## config.mk

```make
export PLATFORM = sky130hd
export DESIGN_NAME = diag_frame
export DESIGN_NICKNAME = d
export VERILOG_FILES = /design/src/inc/diag_frame_pkg.sv /design/src/core/diag_frame.sv
export SDC_FILE = /design/constraint.sdc
export NUM_CORES = 1
export LEC_CHECK = 0
export BUFFER_PORTS_ARGS = -buffer_cell sky130_fd_sc_hd__clkbuf_2
export CAP_MARGIN = 20
export CORE_MARGIN = 5
export CORE_UTILIZATION = 40
export DETAILED_ROUTE_END_ITERATION = 6
export PLACE_DENSITY = 0.67
export SYNTH_ARGS = -nofsm -noshare
export SYNTH_HDL_FRONTEND = slang
export SYNTH_SLANG_ARGS = --single-unit
export TNS_END_PERCENT = 50
```

## constraint.sdc

```tcl
create_clock -name MCLK -period 6.45 [get_ports MCLK]
set_clock_uncertainty 0.1 [all_clocks]
set_input_delay 1.29 -clock MCLK [delete_from_list [all_inputs] [get_ports MCLK]]
set_output_delay 1.29 -clock MCLK [all_outputs]
set_load 0.005 [all_outputs]
```

## src/inc/diag_frame_pkg.sv

```systemverilog
// Constants and types for the slave diagnostic frame builder
package diag_frame_pkg;
	localparam logic [7:0] NO_MASTER_ADDR = 8'hFF;
	localparam logic [7:0] ZERO_BYTE = 8'h00;
	localparam logic [15:0] MAKER_CODE_DEFAULT = 16'h1234; // Arbitrary neutral value
	localparam int STATION_STAT3_IDX = 2;
	localparam int MASTER_ADDR_IDX = 3;
	localparam int MAKER_HI_IDX = 4;
	localparam int MAKER_LO_IDX = 5;
	localparam int HEADER_LEN = 6;
	localparam int MOD_DIAG_MAX = 5;
	localparam int MOD_STAT_MAX = 13;
	localparam int INT_STAT_MAX = 20;
	localparam int INT_HDR_LEN = 4;
	localparam int INT_PROC_INFO_LEN = 4;
	localparam int INT_DIAG_INFO_LEN = 16;
	localparam int INT_DIAG_LIVE_LEN = 4;
	localparam int OVERFLOW_BIT = 7;
	localparam int PRESENT_BIT = 2;
	localparam logic [7:0] INT_CODE_DIAG = 8'h01;
	localparam logic [7:0] INT_CODE_PROC = 8'h02;
	localparam int REC_GEN_LEN = 4;
	localparam int REC_SPEC_MAX = 40;
	localparam int REC_TOTAL_MAX = 44;
	localparam int REC1_MIN_LEN = 12;
	localparam int CHAN_BLOCK_LEN = 4;
	localparam int CHAN_HDR_LEN = 4;
	localparam int CHAN_MAX = 8;
	localparam logic [3:0] CLASS_ANALOG = 4'b0101;
	localparam logic [3:0] CLASS_PROCESSOR = 4'b0110;
	localparam logic [3:0] CLASS_FUNCTION = 4'b1000;
	localparam logic [3:0] CLASS_LIM_DIGITAL = 4'b1001;
	localparam logic [3:0] CLASS_COMM_PROC = 4'b1100;
	localparam logic [3:0] CLASS_POWER = 4'b1101;
	localparam logic [3:0] CLASS_NONE = 4'b0000;
	localparam logic [5:0] FRAME_LEN_MAX = 6'd63;
	localparam int INT_CNT = 4;
	localparam logic [3:0] IRQ_RESET = 4'h0;
	typedef enum logic [1:0] {INT_NONE, INT_PROC, INT_DIAG} int_kind_t;
endpackage

```

## src/core/diag_frame.sv

```systemverilog
// Slave diagnostic frame builder, module records and event flags
//
// The address-and-strobe port and the placing of the registers were decided locally.
`timescale 1ns/10ps
// What this block does
// RULE1 - Station status three bits 0-6 zero
// RULE2 - Bit 7 set on message buffer overflow
// RULE3 - Master address byte, FF if unparameterized
// RULE4 - Maker code in bytes 4, 5
// RULE5 - Module diagnosis marks areas with entries
// RULE6 - Module status follows, at most 13
// RULE7 - Interrupt status at y, max 20
// RULE8 - Process interrupt: code 02, info at y+4
// RULE9 - Diagnostic interrupt: code 01, 16 bytes
// RULE10 - Module diagnostics at most 44 bytes
// RULE11 - Record 0 four bytes, record 1 repeats
// RULE12 - Record 1 sized by channels, min 12
// RULE13 - Error bits set to one
// RULE14 - Module class codes in byte 1
// RULE15 - Presence bit set in station status
// RULE16 - Serialize ascending from byte 0
module diag_frame #(
	parameter logic [15:0] MAKER_CODE = diag_frame_pkg::MAKER_CODE_DEFAULT
) (
	input wire logic MCLK,
	input wire logic RSTN,
	input wire logic [4:0] REG_ADDR,
	input wire logic [31:0] REG_WDATA,
	input wire logic REG_WR,
	input wire logic REG_RD,
	output logic [31:0] REG_RDATA,
	input wire logic DIAG_REQ,
	output logic DIAG_VALID,
	output logic [7:0] DIAG_BYTE,
	output logic DIAG_LAST,
	input wire logic MSG_ARRIVE,
	input wire logic MSG_DRAIN,
	input wire logic REC_REQ,
	input wire logic REC_SEL,
	output logic REC_VALID,
	output logic [7:0] REC_BYTE,
	output logic REC_LAST,
	output logic IRQ
);
	// Register indexes (word per register)
	localparam logic [4:0] A_CTRL = 5'h00;
	localparam logic [4:0] A_MASTER = 5'h01;
	localparam logic [4:0] A_AREAS = 5'h02;
	localparam logic [4:0] A_MODDIAG = 5'h03;
	localparam logic [4:0] A_INTREQ = 5'h04;
	localparam logic [4:0] A_INTINFO = 5'h05;
	localparam logic [4:0] A_MODGEN = 5'h06;
	localparam logic [4:0] A_MODCLS = 5'h07;
	localparam logic [4:0] A_CHAN = 5'h08;
	localparam logic [4:0] A_STAT = 5'h09;
	localparam logic [4:0] A_MASK = 5'h0A;
	localparam logic [4:0] A_FAULT = 5'h10;
	localparam logic [4:0] A_MODST0 = 5'h18;
	localparam logic [7:0] BUF_DEPTH = 8'h04;

	logic [7:0] master_ff, nxt_master;
	logic [3:0] areas_ff;
	logic [31:0] moddiag_ff;
	logic [7:0] modst_ff [0:diag_frame_pkg::MOD_STAT_MAX-1];
	diag_frame_pkg::int_kind_t int_kind_ff;
	logic [31:0] int_info_ff;
	logic [7:0] int_area_ff;
	logic [7:0] gen_ff [0:3];
	logic [3:0] class_ff;
	logic [3:0] nchan_ff;
	logic [7:0] chan_type_ff;
	logic [31:0] fault_ff [0:diag_frame_pkg::CHAN_MAX-1];
	logic [7:0] msg_cnt_ff;
	logic overflow_ff;
	logic [3:0] stat_ff, mask_ff;
	logic [5:0] pos_ff;
	logic busy_ff;
	logic [5:0] rpos_ff;
	logic rbusy_ff, rsel_ff;
	logic [2:0] mdlen, mslen;
	logic [5:0] int_len, frame_len, rec_len;
	logic [3:0] ev;

	// Legal class codes only, else reported as none
	function automatic logic [3:0] legal_class(input logic [3:0] c);
		unique case (c)
			diag_frame_pkg::CLASS_ANALOG, diag_frame_pkg::CLASS_PROCESSOR,
			diag_frame_pkg::CLASS_FUNCTION, diag_frame_pkg::CLASS_LIM_DIGITAL,
			diag_frame_pkg::CLASS_COMM_PROC, diag_frame_pkg::CLASS_POWER: return c;
			default: return diag_frame_pkg::CLASS_NONE;
		endcase
	endfunction

	// Byte of a 32-bit word, LSB first
	function automatic logic [7:0] word_byte(input logic [31:0] w, input logic [1:0] i);
		return w[8*i +: 8];
	endfunction

	// Lengths of variable areas
	always_comb begin
		mdlen = 3'(1 + ({1'b0, areas_ff} >> 3)); // RULE5
		mslen = 3'(({1'b0, areas_ff} + 5'd3) >> 2); // RULE6
		unique case (int_kind_ff)
			diag_frame_pkg::INT_PROC: int_len = 6'(diag_frame_pkg::INT_HDR_LEN
				+ diag_frame_pkg::INT_PROC_INFO_LEN); // RULE7
			diag_frame_pkg::INT_DIAG: int_len = 6'(diag_frame_pkg::INT_HDR_LEN
				+ diag_frame_pkg::INT_DIAG_INFO_LEN); // RULE7
			default: int_len = 6'd0;
		endcase
		frame_len = 6'(diag_frame_pkg::HEADER_LEN) + 6'(mdlen) + 6'(mslen) + int_len;
		rec_len = rsel_ff ? 6'(diag_frame_pkg::REC_GEN_LEN + diag_frame_pkg::CHAN_HDR_LEN
			+ diag_frame_pkg::CHAN_BLOCK_LEN * nchan_ff)
			: 6'(diag_frame_pkg::REC_GEN_LEN); // RULE11 RULE12
	end

	// Software writes
	always_ff @(posedge MCLK or negedge RSTN) begin
		if (!RSTN) begin
			master_ff <= diag_frame_pkg::NO_MASTER_ADDR;
			areas_ff <= 4'h0;
			moddiag_ff <= 32'h0000_0000;
			int_kind_ff <= diag_frame_pkg::INT_NONE;
			int_info_ff <= 32'h0000_0000;
			int_area_ff <= 8'h00;
			class_ff <= diag_frame_pkg::CLASS_NONE;
			nchan_ff <= 4'h1;
			chan_type_ff <= 8'h00;
			mask_ff <= diag_frame_pkg::IRQ_RESET;
			for (int i = 0; i < 4; i++) begin
				gen_ff[i] <= 8'h00;
			end
			for (int i = 0; i < diag_frame_pkg::MOD_STAT_MAX; i++) begin
				modst_ff[i] <= 8'h00;
			end
			for (int i = 0; i < diag_frame_pkg::CHAN_MAX; i++) begin
				fault_ff[i] <= 32'h0000_0000;
			end
		end else if (REG_WR) begin
			unique case (REG_ADDR)
				A_MASTER: master_ff <= nxt_master; // RULE3
				A_AREAS: areas_ff <= (REG_WDATA[3:0] > 4'd12) ? 4'd12 : REG_WDATA[3:0];
				A_MODDIAG: moddiag_ff <= REG_WDATA; // RULE5
				A_INTREQ: begin
					int_kind_ff <= REG_WDATA[1:0] == 2'd1 ? diag_frame_pkg::INT_PROC
						: REG_WDATA[1:0] == 2'd2 ? diag_frame_pkg::INT_DIAG
						: diag_frame_pkg::INT_NONE;
					int_area_ff <= REG_WDATA[15:8];
				end
				A_INTINFO: int_info_ff <= REG_WDATA;
				A_MODGEN: begin
					for (int i = 0; i < 4; i++) begin
						gen_ff[i] <= REG_WDATA[8*i +: 8]; // RULE13
					end
				end
				A_MODCLS: class_ff <= legal_class(REG_WDATA[3:0]); // RULE14
				A_CHAN: begin
					nchan_ff <= (REG_WDATA[3:0] == 4'd0) ? 4'd1
						: (REG_WDATA[3:0] > 4'd8) ? 4'd8 : REG_WDATA[3:0]; // RULE10 RULE12
					chan_type_ff <= REG_WDATA[15:8];
				end
				A_MASK: mask_ff <= REG_WDATA[3:0];
				default: begin
					if (REG_ADDR[4:3] == A_FAULT[4:3]) begin
						fault_ff[REG_ADDR[2:0]] <= REG_WDATA; // RULE13
					// Six bits so the upper bound does not wrap
					end else if (REG_ADDR >= A_MODST0
						&& 6'(REG_ADDR) < 6'(A_MODST0) + 6'(diag_frame_pkg::MOD_STAT_MAX)) begin
						modst_ff[4'(REG_ADDR - A_MODST0)] <= REG_WDATA[7:0]; // RULE6
					end
				end
			endcase
		end
	end

	always_comb begin
		nxt_master = (REG_WDATA[8]) ? REG_WDATA[7:0] : diag_frame_pkg::NO_MASTER_ADDR; // RULE3
	end

	// Message buffer occupancy and overflow
	always_ff @(posedge MCLK or negedge RSTN) begin
		if (!RSTN) begin
			msg_cnt_ff <= 8'h00;
			overflow_ff <= 1'b0;
		end else begin
			if (MSG_ARRIVE && !MSG_DRAIN && msg_cnt_ff == BUF_DEPTH) begin
				overflow_ff <= 1'b1; // RULE2
			end else if (REG_WR && REG_ADDR == A_CTRL && REG_WDATA[0]) begin
				overflow_ff <= 1'b0;
			end
			if (MSG_ARRIVE && !MSG_DRAIN && msg_cnt_ff != BUF_DEPTH) begin
				msg_cnt_ff <= msg_cnt_ff + 8'h01;
			end else if (MSG_DRAIN && !MSG_ARRIVE && msg_cnt_ff != 8'h00) begin
				msg_cnt_ff <= msg_cnt_ff - 8'h01;
			end
		end
	end

	// Events: overflow, frame done, record done, interrupt posted
	always_comb begin
		ev[0] = MSG_ARRIVE && !MSG_DRAIN && msg_cnt_ff == BUF_DEPTH;
		ev[1] = busy_ff && DIAG_LAST;
		ev[2] = rbusy_ff && REC_LAST;
		ev[3] = REG_WR && REG_ADDR == A_INTREQ && REG_WDATA[1:0] != 2'd0;
	end

	always_ff @(posedge MCLK or negedge RSTN) begin
		if (!RSTN) begin
			stat_ff <= diag_frame_pkg::IRQ_RESET;
		end else begin
			stat_ff <= (stat_ff & ~((REG_WR && REG_ADDR == A_STAT) ? REG_WDATA[3:0] : 4'h0))
				| ev;
		end
	end

	assign IRQ = |(stat_ff & mask_ff);

	// Frame byte at position p
	function automatic logic [7:0] frame_byte(input logic [5:0] p);
		logic [5:0] x, y, k;
		x = 6'(diag_frame_pkg::HEADER_LEN) + 6'(mdlen);
		y = x + 6'(mslen);
		k = p - y;
		if (p == 6'd0) return 8'h00;
		if (p == 6'd1) return 8'(1 << diag_frame_pkg::PRESENT_BIT); // RULE15
		if (p == 6'(diag_frame_pkg::STATION_STAT3_IDX))
			return {overflow_ff, 7'b000_0000}; // RULE1 RULE2
		if (p == 6'(diag_frame_pkg::MASTER_ADDR_IDX)) return master_ff; // RULE3
		if (p == 6'(diag_frame_pkg::MAKER_HI_IDX)) return MAKER_CODE[15:8]; // RULE4
		if (p == 6'(diag_frame_pkg::MAKER_LO_IDX)) return MAKER_CODE[7:0]; // RULE4
		if (p < x) begin
			if (p == 6'(diag_frame_pkg::HEADER_LEN)) return {2'b01, 6'(mdlen)};
			return word_byte(moddiag_ff, 2'(p - 6'(diag_frame_pkg::HEADER_LEN + 1))); // RULE5
		end
		if (p < y) return modst_ff[4'(p - x)]; // RULE6
		if (k == 6'd0) return 8'(int_len);
		if (k == 6'd1) return (int_kind_ff == diag_frame_pkg::INT_PROC)
			? diag_frame_pkg::INT_CODE_PROC : diag_frame_pkg::INT_CODE_DIAG; // RULE8 RULE9
		if (k == 6'd2) return int_area_ff;
		if (k == 6'd3) return 8'h00;
		if (k < 6'(diag_frame_pkg::INT_HDR_LEN + diag_frame_pkg::INT_DIAG_LIVE_LEN))
			return word_byte(int_info_ff, 2'(k)); // RULE8 RULE9
		return diag_frame_pkg::ZERO_BYTE; // RULE9
	endfunction

	// Record byte at position p
	function automatic logic [7:0] rec_byte(input logic [5:0] p);
		logic [7:0] vec;
		vec = 8'h00;
		if (p == 6'd1) return {gen_ff[1][7:4], class_ff}; // RULE14
		if (p < 6'd4) return gen_ff[p[1:0]]; // RULE11
		if (p == 6'd4) return chan_type_ff;
		if (p == 6'd5) return 8'h20;
		if (p == 6'd6) return 8'(nchan_ff);
		if (p == 6'd7) begin
			for (int i = 0; i < diag_frame_pkg::CHAN_MAX; i++) begin
				vec[i] = |fault_ff[i] && (i < nchan_ff); // RULE13
			end
			return vec;
		end
		return word_byte(fault_ff[3'((p - 6'd8) >> 2)], p[1:0]); // RULE12
	endfunction

	// Frame serializer
	always_ff @(posedge MCLK or negedge RSTN) begin
		if (!RSTN) begin
			busy_ff <= 1'b0;
			pos_ff <= 6'd0;
			DIAG_BYTE <= 8'h00;
		end else if (!busy_ff) begin
			if (DIAG_REQ) begin
				busy_ff <= 1'b1;
				pos_ff <= 6'd1;
				DIAG_BYTE <= frame_byte(6'd0); // RULE16
			end
		end else begin
			if (pos_ff == frame_len) begin
				busy_ff <= 1'b0;
			end else begin
				DIAG_BYTE <= frame_byte(pos_ff); // RULE16
				pos_ff <= pos_ff + 6'd1;
			end
		end
	end

	assign DIAG_VALID = busy_ff;
	assign DIAG_LAST = busy_ff && pos_ff == frame_len;

	// Record serializer
	always_ff @(posedge MCLK or negedge RSTN) begin
		if (!RSTN) begin
			rbusy_ff <= 1'b0;
			rsel_ff <= 1'b0;
			rpos_ff <= 6'd0;
			REC_BYTE <= 8'h00;
		end else if (!rbusy_ff) begin
			if (REC_REQ) begin
				rbusy_ff <= 1'b1;
				rsel_ff <= REC_SEL;
				rpos_ff <= 6'd1;
				REC_BYTE <= rec_byte(6'd0);
			end
		end else begin
			if (rpos_ff == rec_len) begin
				rbusy_ff <= 1'b0;
			end else begin
				REC_BYTE <= rec_byte(rpos_ff);
				rpos_ff <= rpos_ff + 6'd1;
			end
		end
	end

	assign REC_VALID = rbusy_ff;
	assign REC_LAST = rbusy_ff && rpos_ff == rec_len;

	// Register reads
	always_ff @(posedge MCLK or negedge RSTN) begin
		if (!RSTN) begin
			REG_RDATA <= 32'h0000_0000;
		end else if (REG_RD) begin
			unique case (REG_ADDR)
				A_CTRL: REG_RDATA <= {23'h0, overflow_ff, msg_cnt_ff};
				A_MASTER: REG_RDATA <= {24'h0, master_ff};
				A_AREAS: REG_RDATA <= {28'h0, areas_ff};
				A_MODDIAG: REG_RDATA <= moddiag_ff;
				A_INTREQ: REG_RDATA <= {16'h0, int_area_ff, 6'h0, int_kind_ff};
				A_INTINFO: REG_RDATA <= int_info_ff;
				A_MODCLS: REG_RDATA <= {28'h0, class_ff};
				A_CHAN: REG_RDATA <= {16'h0, chan_type_ff, 4'h0, nchan_ff};
				A_STAT: REG_RDATA <= {28'h0, stat_ff};
				A_MASK: REG_RDATA <= {28'h0, mask_ff};
				default: REG_RDATA <= 32'h0000_0000;
			endcase
		end
	end

	stat_three_a: assert property (@(posedge MCLK) disable iff (!RSTN) // RULE1
		(DIAG_VALID && $past(pos_ff) == 6'd2 && $past(busy_ff))
		|-> DIAG_BYTE[6:0] == 7'h00) else $error("Status three low bits not zero");
	overflow_set_a: assert property (@(posedge MCLK) disable iff (!RSTN) // RULE2
		ev[0] |=> overflow_ff) else $error("Overflow not flagged");
	master_addr_a: assert property (@(posedge MCLK) disable iff (!RSTN) // RULE3
		(REG_WR && REG_ADDR == A_MASTER && !REG_WDATA[8]) |=> master_ff == 8'hFF)
		else $error("Unowned master address not FF");
	frame_start_a: assert property (@(posedge MCLK) disable iff (!RSTN) // RULE16
		(!busy_ff && DIAG_REQ) |=> DIAG_VALID && DIAG_BYTE == 8'h00 && pos_ff == 6'd1)
		else $error("Frame did not start at byte zero");
	frame_len_a: assert property (@(posedge MCLK) disable iff (!RSTN) // RULE6 RULE7
		frame_len <= 6'(diag_frame_pkg::HEADER_LEN + diag_frame_pkg::MOD_DIAG_MAX
		+ diag_frame_pkg::MOD_STAT_MAX + diag_frame_pkg::INT_STAT_MAX))
		else $error("Frame too long");
	rec_len_a: assert property (@(posedge MCLK) disable iff (!RSTN) // RULE10 RULE12
		(rbusy_ff && rsel_ff) |-> rec_len >= 6'(diag_frame_pkg::REC1_MIN_LEN)
		&& rec_len <= 6'(diag_frame_pkg::REC_TOTAL_MAX)) else $error("Record one length");
	rec0_len_a: assert property (@(posedge MCLK) disable iff (!RSTN) // RULE11
		(!rbusy_ff && REC_REQ && !REC_SEL) |-> ##4 REC_LAST) else $error("Record zero length");
	class_code_a: assert property (@(posedge MCLK) disable iff (!RSTN) // RULE14
		$changed(class_ff) |-> class_ff == legal_class(class_ff)) else $error("Bad class");
	status_set_a: assert property (@(posedge MCLK) disable iff (!RSTN) // RULE2
		(ev != 4'h0) |=> (stat_ff & $past(ev)) == $past(ev))
		else $error("Status event lost to clear");
endmodule // diag_frame

```

==> impl_metrics.py <==
metrics = {
    "clock_tree": {
        "cts_resized": 0,
        "cts_hold_buf": 0,
        "clock-sinks": 574,
        "cts_tree": "built",
        "h-tree-depth": 2,
        "clkSlewWorstSetupHoldPaths_ns": 0.06,
        "cts_buffers": 60,
        "cts_buffer_depth": 3,
        "clock_latency_ns": 0.66,
        "postCtsSetupBuffers": 0,
        "cts_root_buffer": "clkbuf_16",
    },
    "logic_synthesis": {
        "synth.distinct_cells": 68,
        "syn_area_um2": 28200,
        "syn-num-nets": 2274,
        "syn_avg_cell_area_um2": 12.9,
        "ys_ff_latch": 574,
        "synth-edff-count": 0,
        "syn_inst": 2192,
        "yosysSeqAreaShare_pct": 51.0,
        "async_flop_share_pct": 100,
        "ys_warn_count": 0,
        "ys.flop_type": "dfrtp_1",
    },
    "sta": {
        "max_freq_ghz": 0.184,
        "period_needed_ns": 5.44,
        "layout_setup_ws_ns": 1.01,
        "slew_viol_final": 0,
        "rsz0062_at_grt": "false",
        "slew_headroom_pct": 21.3,
        "holdWs_ns": 0.273,
        "worstMarginPinSlew_ns": 1.15,
        "setup_tns_ns": 0,
        "timing.final.crit_share_pct": 84.3,
        "setup_viol": 0,
        "finalHoldViolations": 0,
    },
    "pwr": {
        "p_per_area_nw_per_um2": 439,
        "static-leakage-power_uw": 0.0136,
        "ir_drop_mv": 0.258,
        "power.total_uw": 13900,
    },
    "worst_setup_path": {
        "cp.required_ns": 5.06,
        "cp_max_fo": 12,
        "crit_arrival_ns": 4.05,
        "cp-end-kind": "primary output",
        "cp-start-kind": "flip-flop",
        "rr_worst_depth": 15,
        "critical_path_class": "flip-flop to primary output",
    },
    "detailed_routing": {
        "first_pass_iters": 6,
        "ant_nets": 0,
        "num_vias": 19314,
        "routed_wl_um": 86500,
        "drt_iter0_drc": 2197,
        "drc": 0,
        "avgViaCountPerCell": 6.07,
        "wire_per_inst_um": 27.2,
    },
    "floorplanning": {
        "die_y_um": 276,
        "die-area_um2": 75900,
        "coreArea_um2": 70000,
        "io_pins": 99,
        "rows": 97,
        "die-width_um": 276,
        "start_util_pct": 40.3,
    },
    "hold_path": {
        "min_path_type": "flip-flop to flip-flop",
        "min_path_cells": 0,
    },
    "outcome": {
        "status": "complete, no violations",
    },
    "placement": {
        "portBuffers": 98,
        "hpwlAfterDp_um": 60600,
        "post-place-ws_ns": 1.63,
        "gp_congestion": 0.959,
    },
    "layout": {
        "nNetsFinal": 2270,
        "fill_cells": 6218,
        "drive_above_1_share_pct": 37.5,
        "area_delta_synth_final_pct": 12.0,
    },
    "global_routing": {
        "grt.overflow.total": 0,
        "grt_pass1_wl_um": 130000,
        "track_usage_pct": 22.7,
        "antenna_found_initial": 10,
        "grt_pass1_vias": 19624,
        "grt_max_degree": 155,
    },
    "run": {
        "cap_violations": 0,
    },
}
==> cells in the mapped netlist (3+ instances only) <==
cell | number | area, um2
or2_2 | 3 | 18.8
dfstp_2 | 9 | 236
a22oi_1 | 37 | 278
clkbuf_1 | 151 | 567
nand3_1 | 31 | 155
mux2_2 | 450 | 5070
a21o_1 | 8 | 60.1
ha_1 | 32 | 400
nand4_1 | 25 | 156
o31ai_1 | 13 | 97.6
xnor2_1 | 21 | 184
a311oi_1 | 7 | 61.3
o22ai_1 | 32 | 200
nand2_1 | 115 | 432
a31oi_1 | 12 | 75.1
a221oi_1 | 22 | 193
and2_1 | 5 | 31.3
nand2b_1 | 16 | 100
nor3_1 | 23 | 115
a32oi_1 | 6 | 52.6
buf_2 | 24 | 120
fa_1 | 4 | 80.1
a21oi_1 | 36 | 180
o211ai_1 | 9 | 67.6
nor4_1 | 68 | 425
xor2_1 | 8 | 70.1
mux2i_1 | 25 | 250
nor2b_1 | 23 | 144
or3_1 | 5 | 31.3
a211oi_1 | 10 | 75.1
nor2_1 | 66 | 248
and3_1 | 6 | 37.5
a2111oi_0 | 3 | 26.3
inv_1 | 58 | 218
o21ai_0 | 61 | 305
buf_1 | 22 | 82.6
mux4_2 | 120 | 2700
nor3b_1 | 3 | 22.5
o21a_1 | 6 | 45.0
dfrtp_1 | 565 | 14100
a22o_1 | 14 | 123
==> metal layers <==
layer  GRT usage (%)  wire length, um  up-vias
met5               0               44        -
met4            7.30             3270        6
met3            5.68             7690      196
met2            36.3            40900      869
met1            30.6            34600    10072
li1                -                -     8171
==> cell usage in the layout, fill, tap and decap left out, drive strengths merged, types with 16 or more instances in the layout <==
master / n
ha: 32
nor2: 68
nand3: 31
nor2b: 23
mux2i: 25
clkbuf: 186
dfrtp: 565
nand2b: 16
a22oi: 37
nand2: 115
nand4: 25
o22ai: 32
nor3: 24
nor4: 69
xnor2: 21
mux4: 120
a221oi: 22
a21oi: 36
inv: 61
mux2: 450
buf: 37
o21ai: 62
==> power breakdown <==
group | total [uW] | switching, uW | internal [uW] | leakage (uW)
clock network | 3660 | 1500 | 2150 | 0.00103
registers | 5090 | 793 | 4300 | 0.00739
logic | 5100 | 2790 | 2310 | 0.00518
total | 13900 | 5090 | 8770 | 0.0136
==> kinds of logic (layout without fill, tap and decap cells) <==
logic type	after synthesis	count (layout)	share of synthesized area, %
mux	595	595	28.4
buf+inv	260	305	3.62
xor+xnor	29	29	0.901
flops	574	574	51.0
compound gates	296	296	7.14
fa+ha+maj	36	36	1.70
simple gates	402	402	7.22
other cells	0	3	0
==> critical path, stage by stage, from the launching register on <==
cell      delay (ns)
dfrtp_1         0.62
inv_1           0.27
ha_1            0.41
a21oi_1         0.14
nor2_1          0.05
a31oi_1         0.15
o21a_1          0.18
inv_1           0.09
fa_1            0.39
xnor2_1         0.21
xnor2_1         0.14
nand4_1         0.22
nor3_1          0.35
clkbuf_2        0.18
==> area by class of cell <==
class	instances	area [um2]	share of cell area, %
Antenna cell	3	7.51	0.0238
Timing Repair Buffer	134	833	2.64
Clock inverter	22	325	1.03
Clock buffer	89	1780	5.64
Inverter	60	225	0.713
Sequential cell	574	14400	45.5
Tap cell	940	1180	3.72
Multi-Input combinational cell	1358	12900	40.7
==> stage by stage <==
stage / instance area [um2] / instances / util [%]
detailed placement: 29400 / 3063 / 42.0
CTS: 31500 / 3174 / 45.0
global route: 31600 / 3178 / 45.1
global placement: 29400 / 3063 / 42.0
floorplan: 28200 / 2192 / -
finish: 31600 / 3180 / 45.1
==> state kept, by name, summed over array words and instances, names as in the netlist, 32 cells and up <==
name and flops:
fault_ff 256, modst_ff 104, REG_RDATA 32, gen_ff 32, int_info_ff 32, moddiag_ff 32
==> worst paths after layout <==
| path | endpoint | from | slack [ns] |
|---|---|---|---|
| max in group asynchronous | fault_ff[83] | RSTN | 4.38 |
| worst max-delay path | DIAG_LAST | areas_ff[3] | 1.01 |
| worst min-delay path | modst_ff[11] | modst_ff[11] | 0.27 |
| min in group asynchronous | pos_ff[2] | RSTN | 0.51 |
| worst min register to register | modst_ff[11] | modst_ff[11] | 0.27 |
| worst max register to register | DIAG_BYTE[3] | areas_ff[3] | 2.07 |
(Power assumes the default switching activity.)
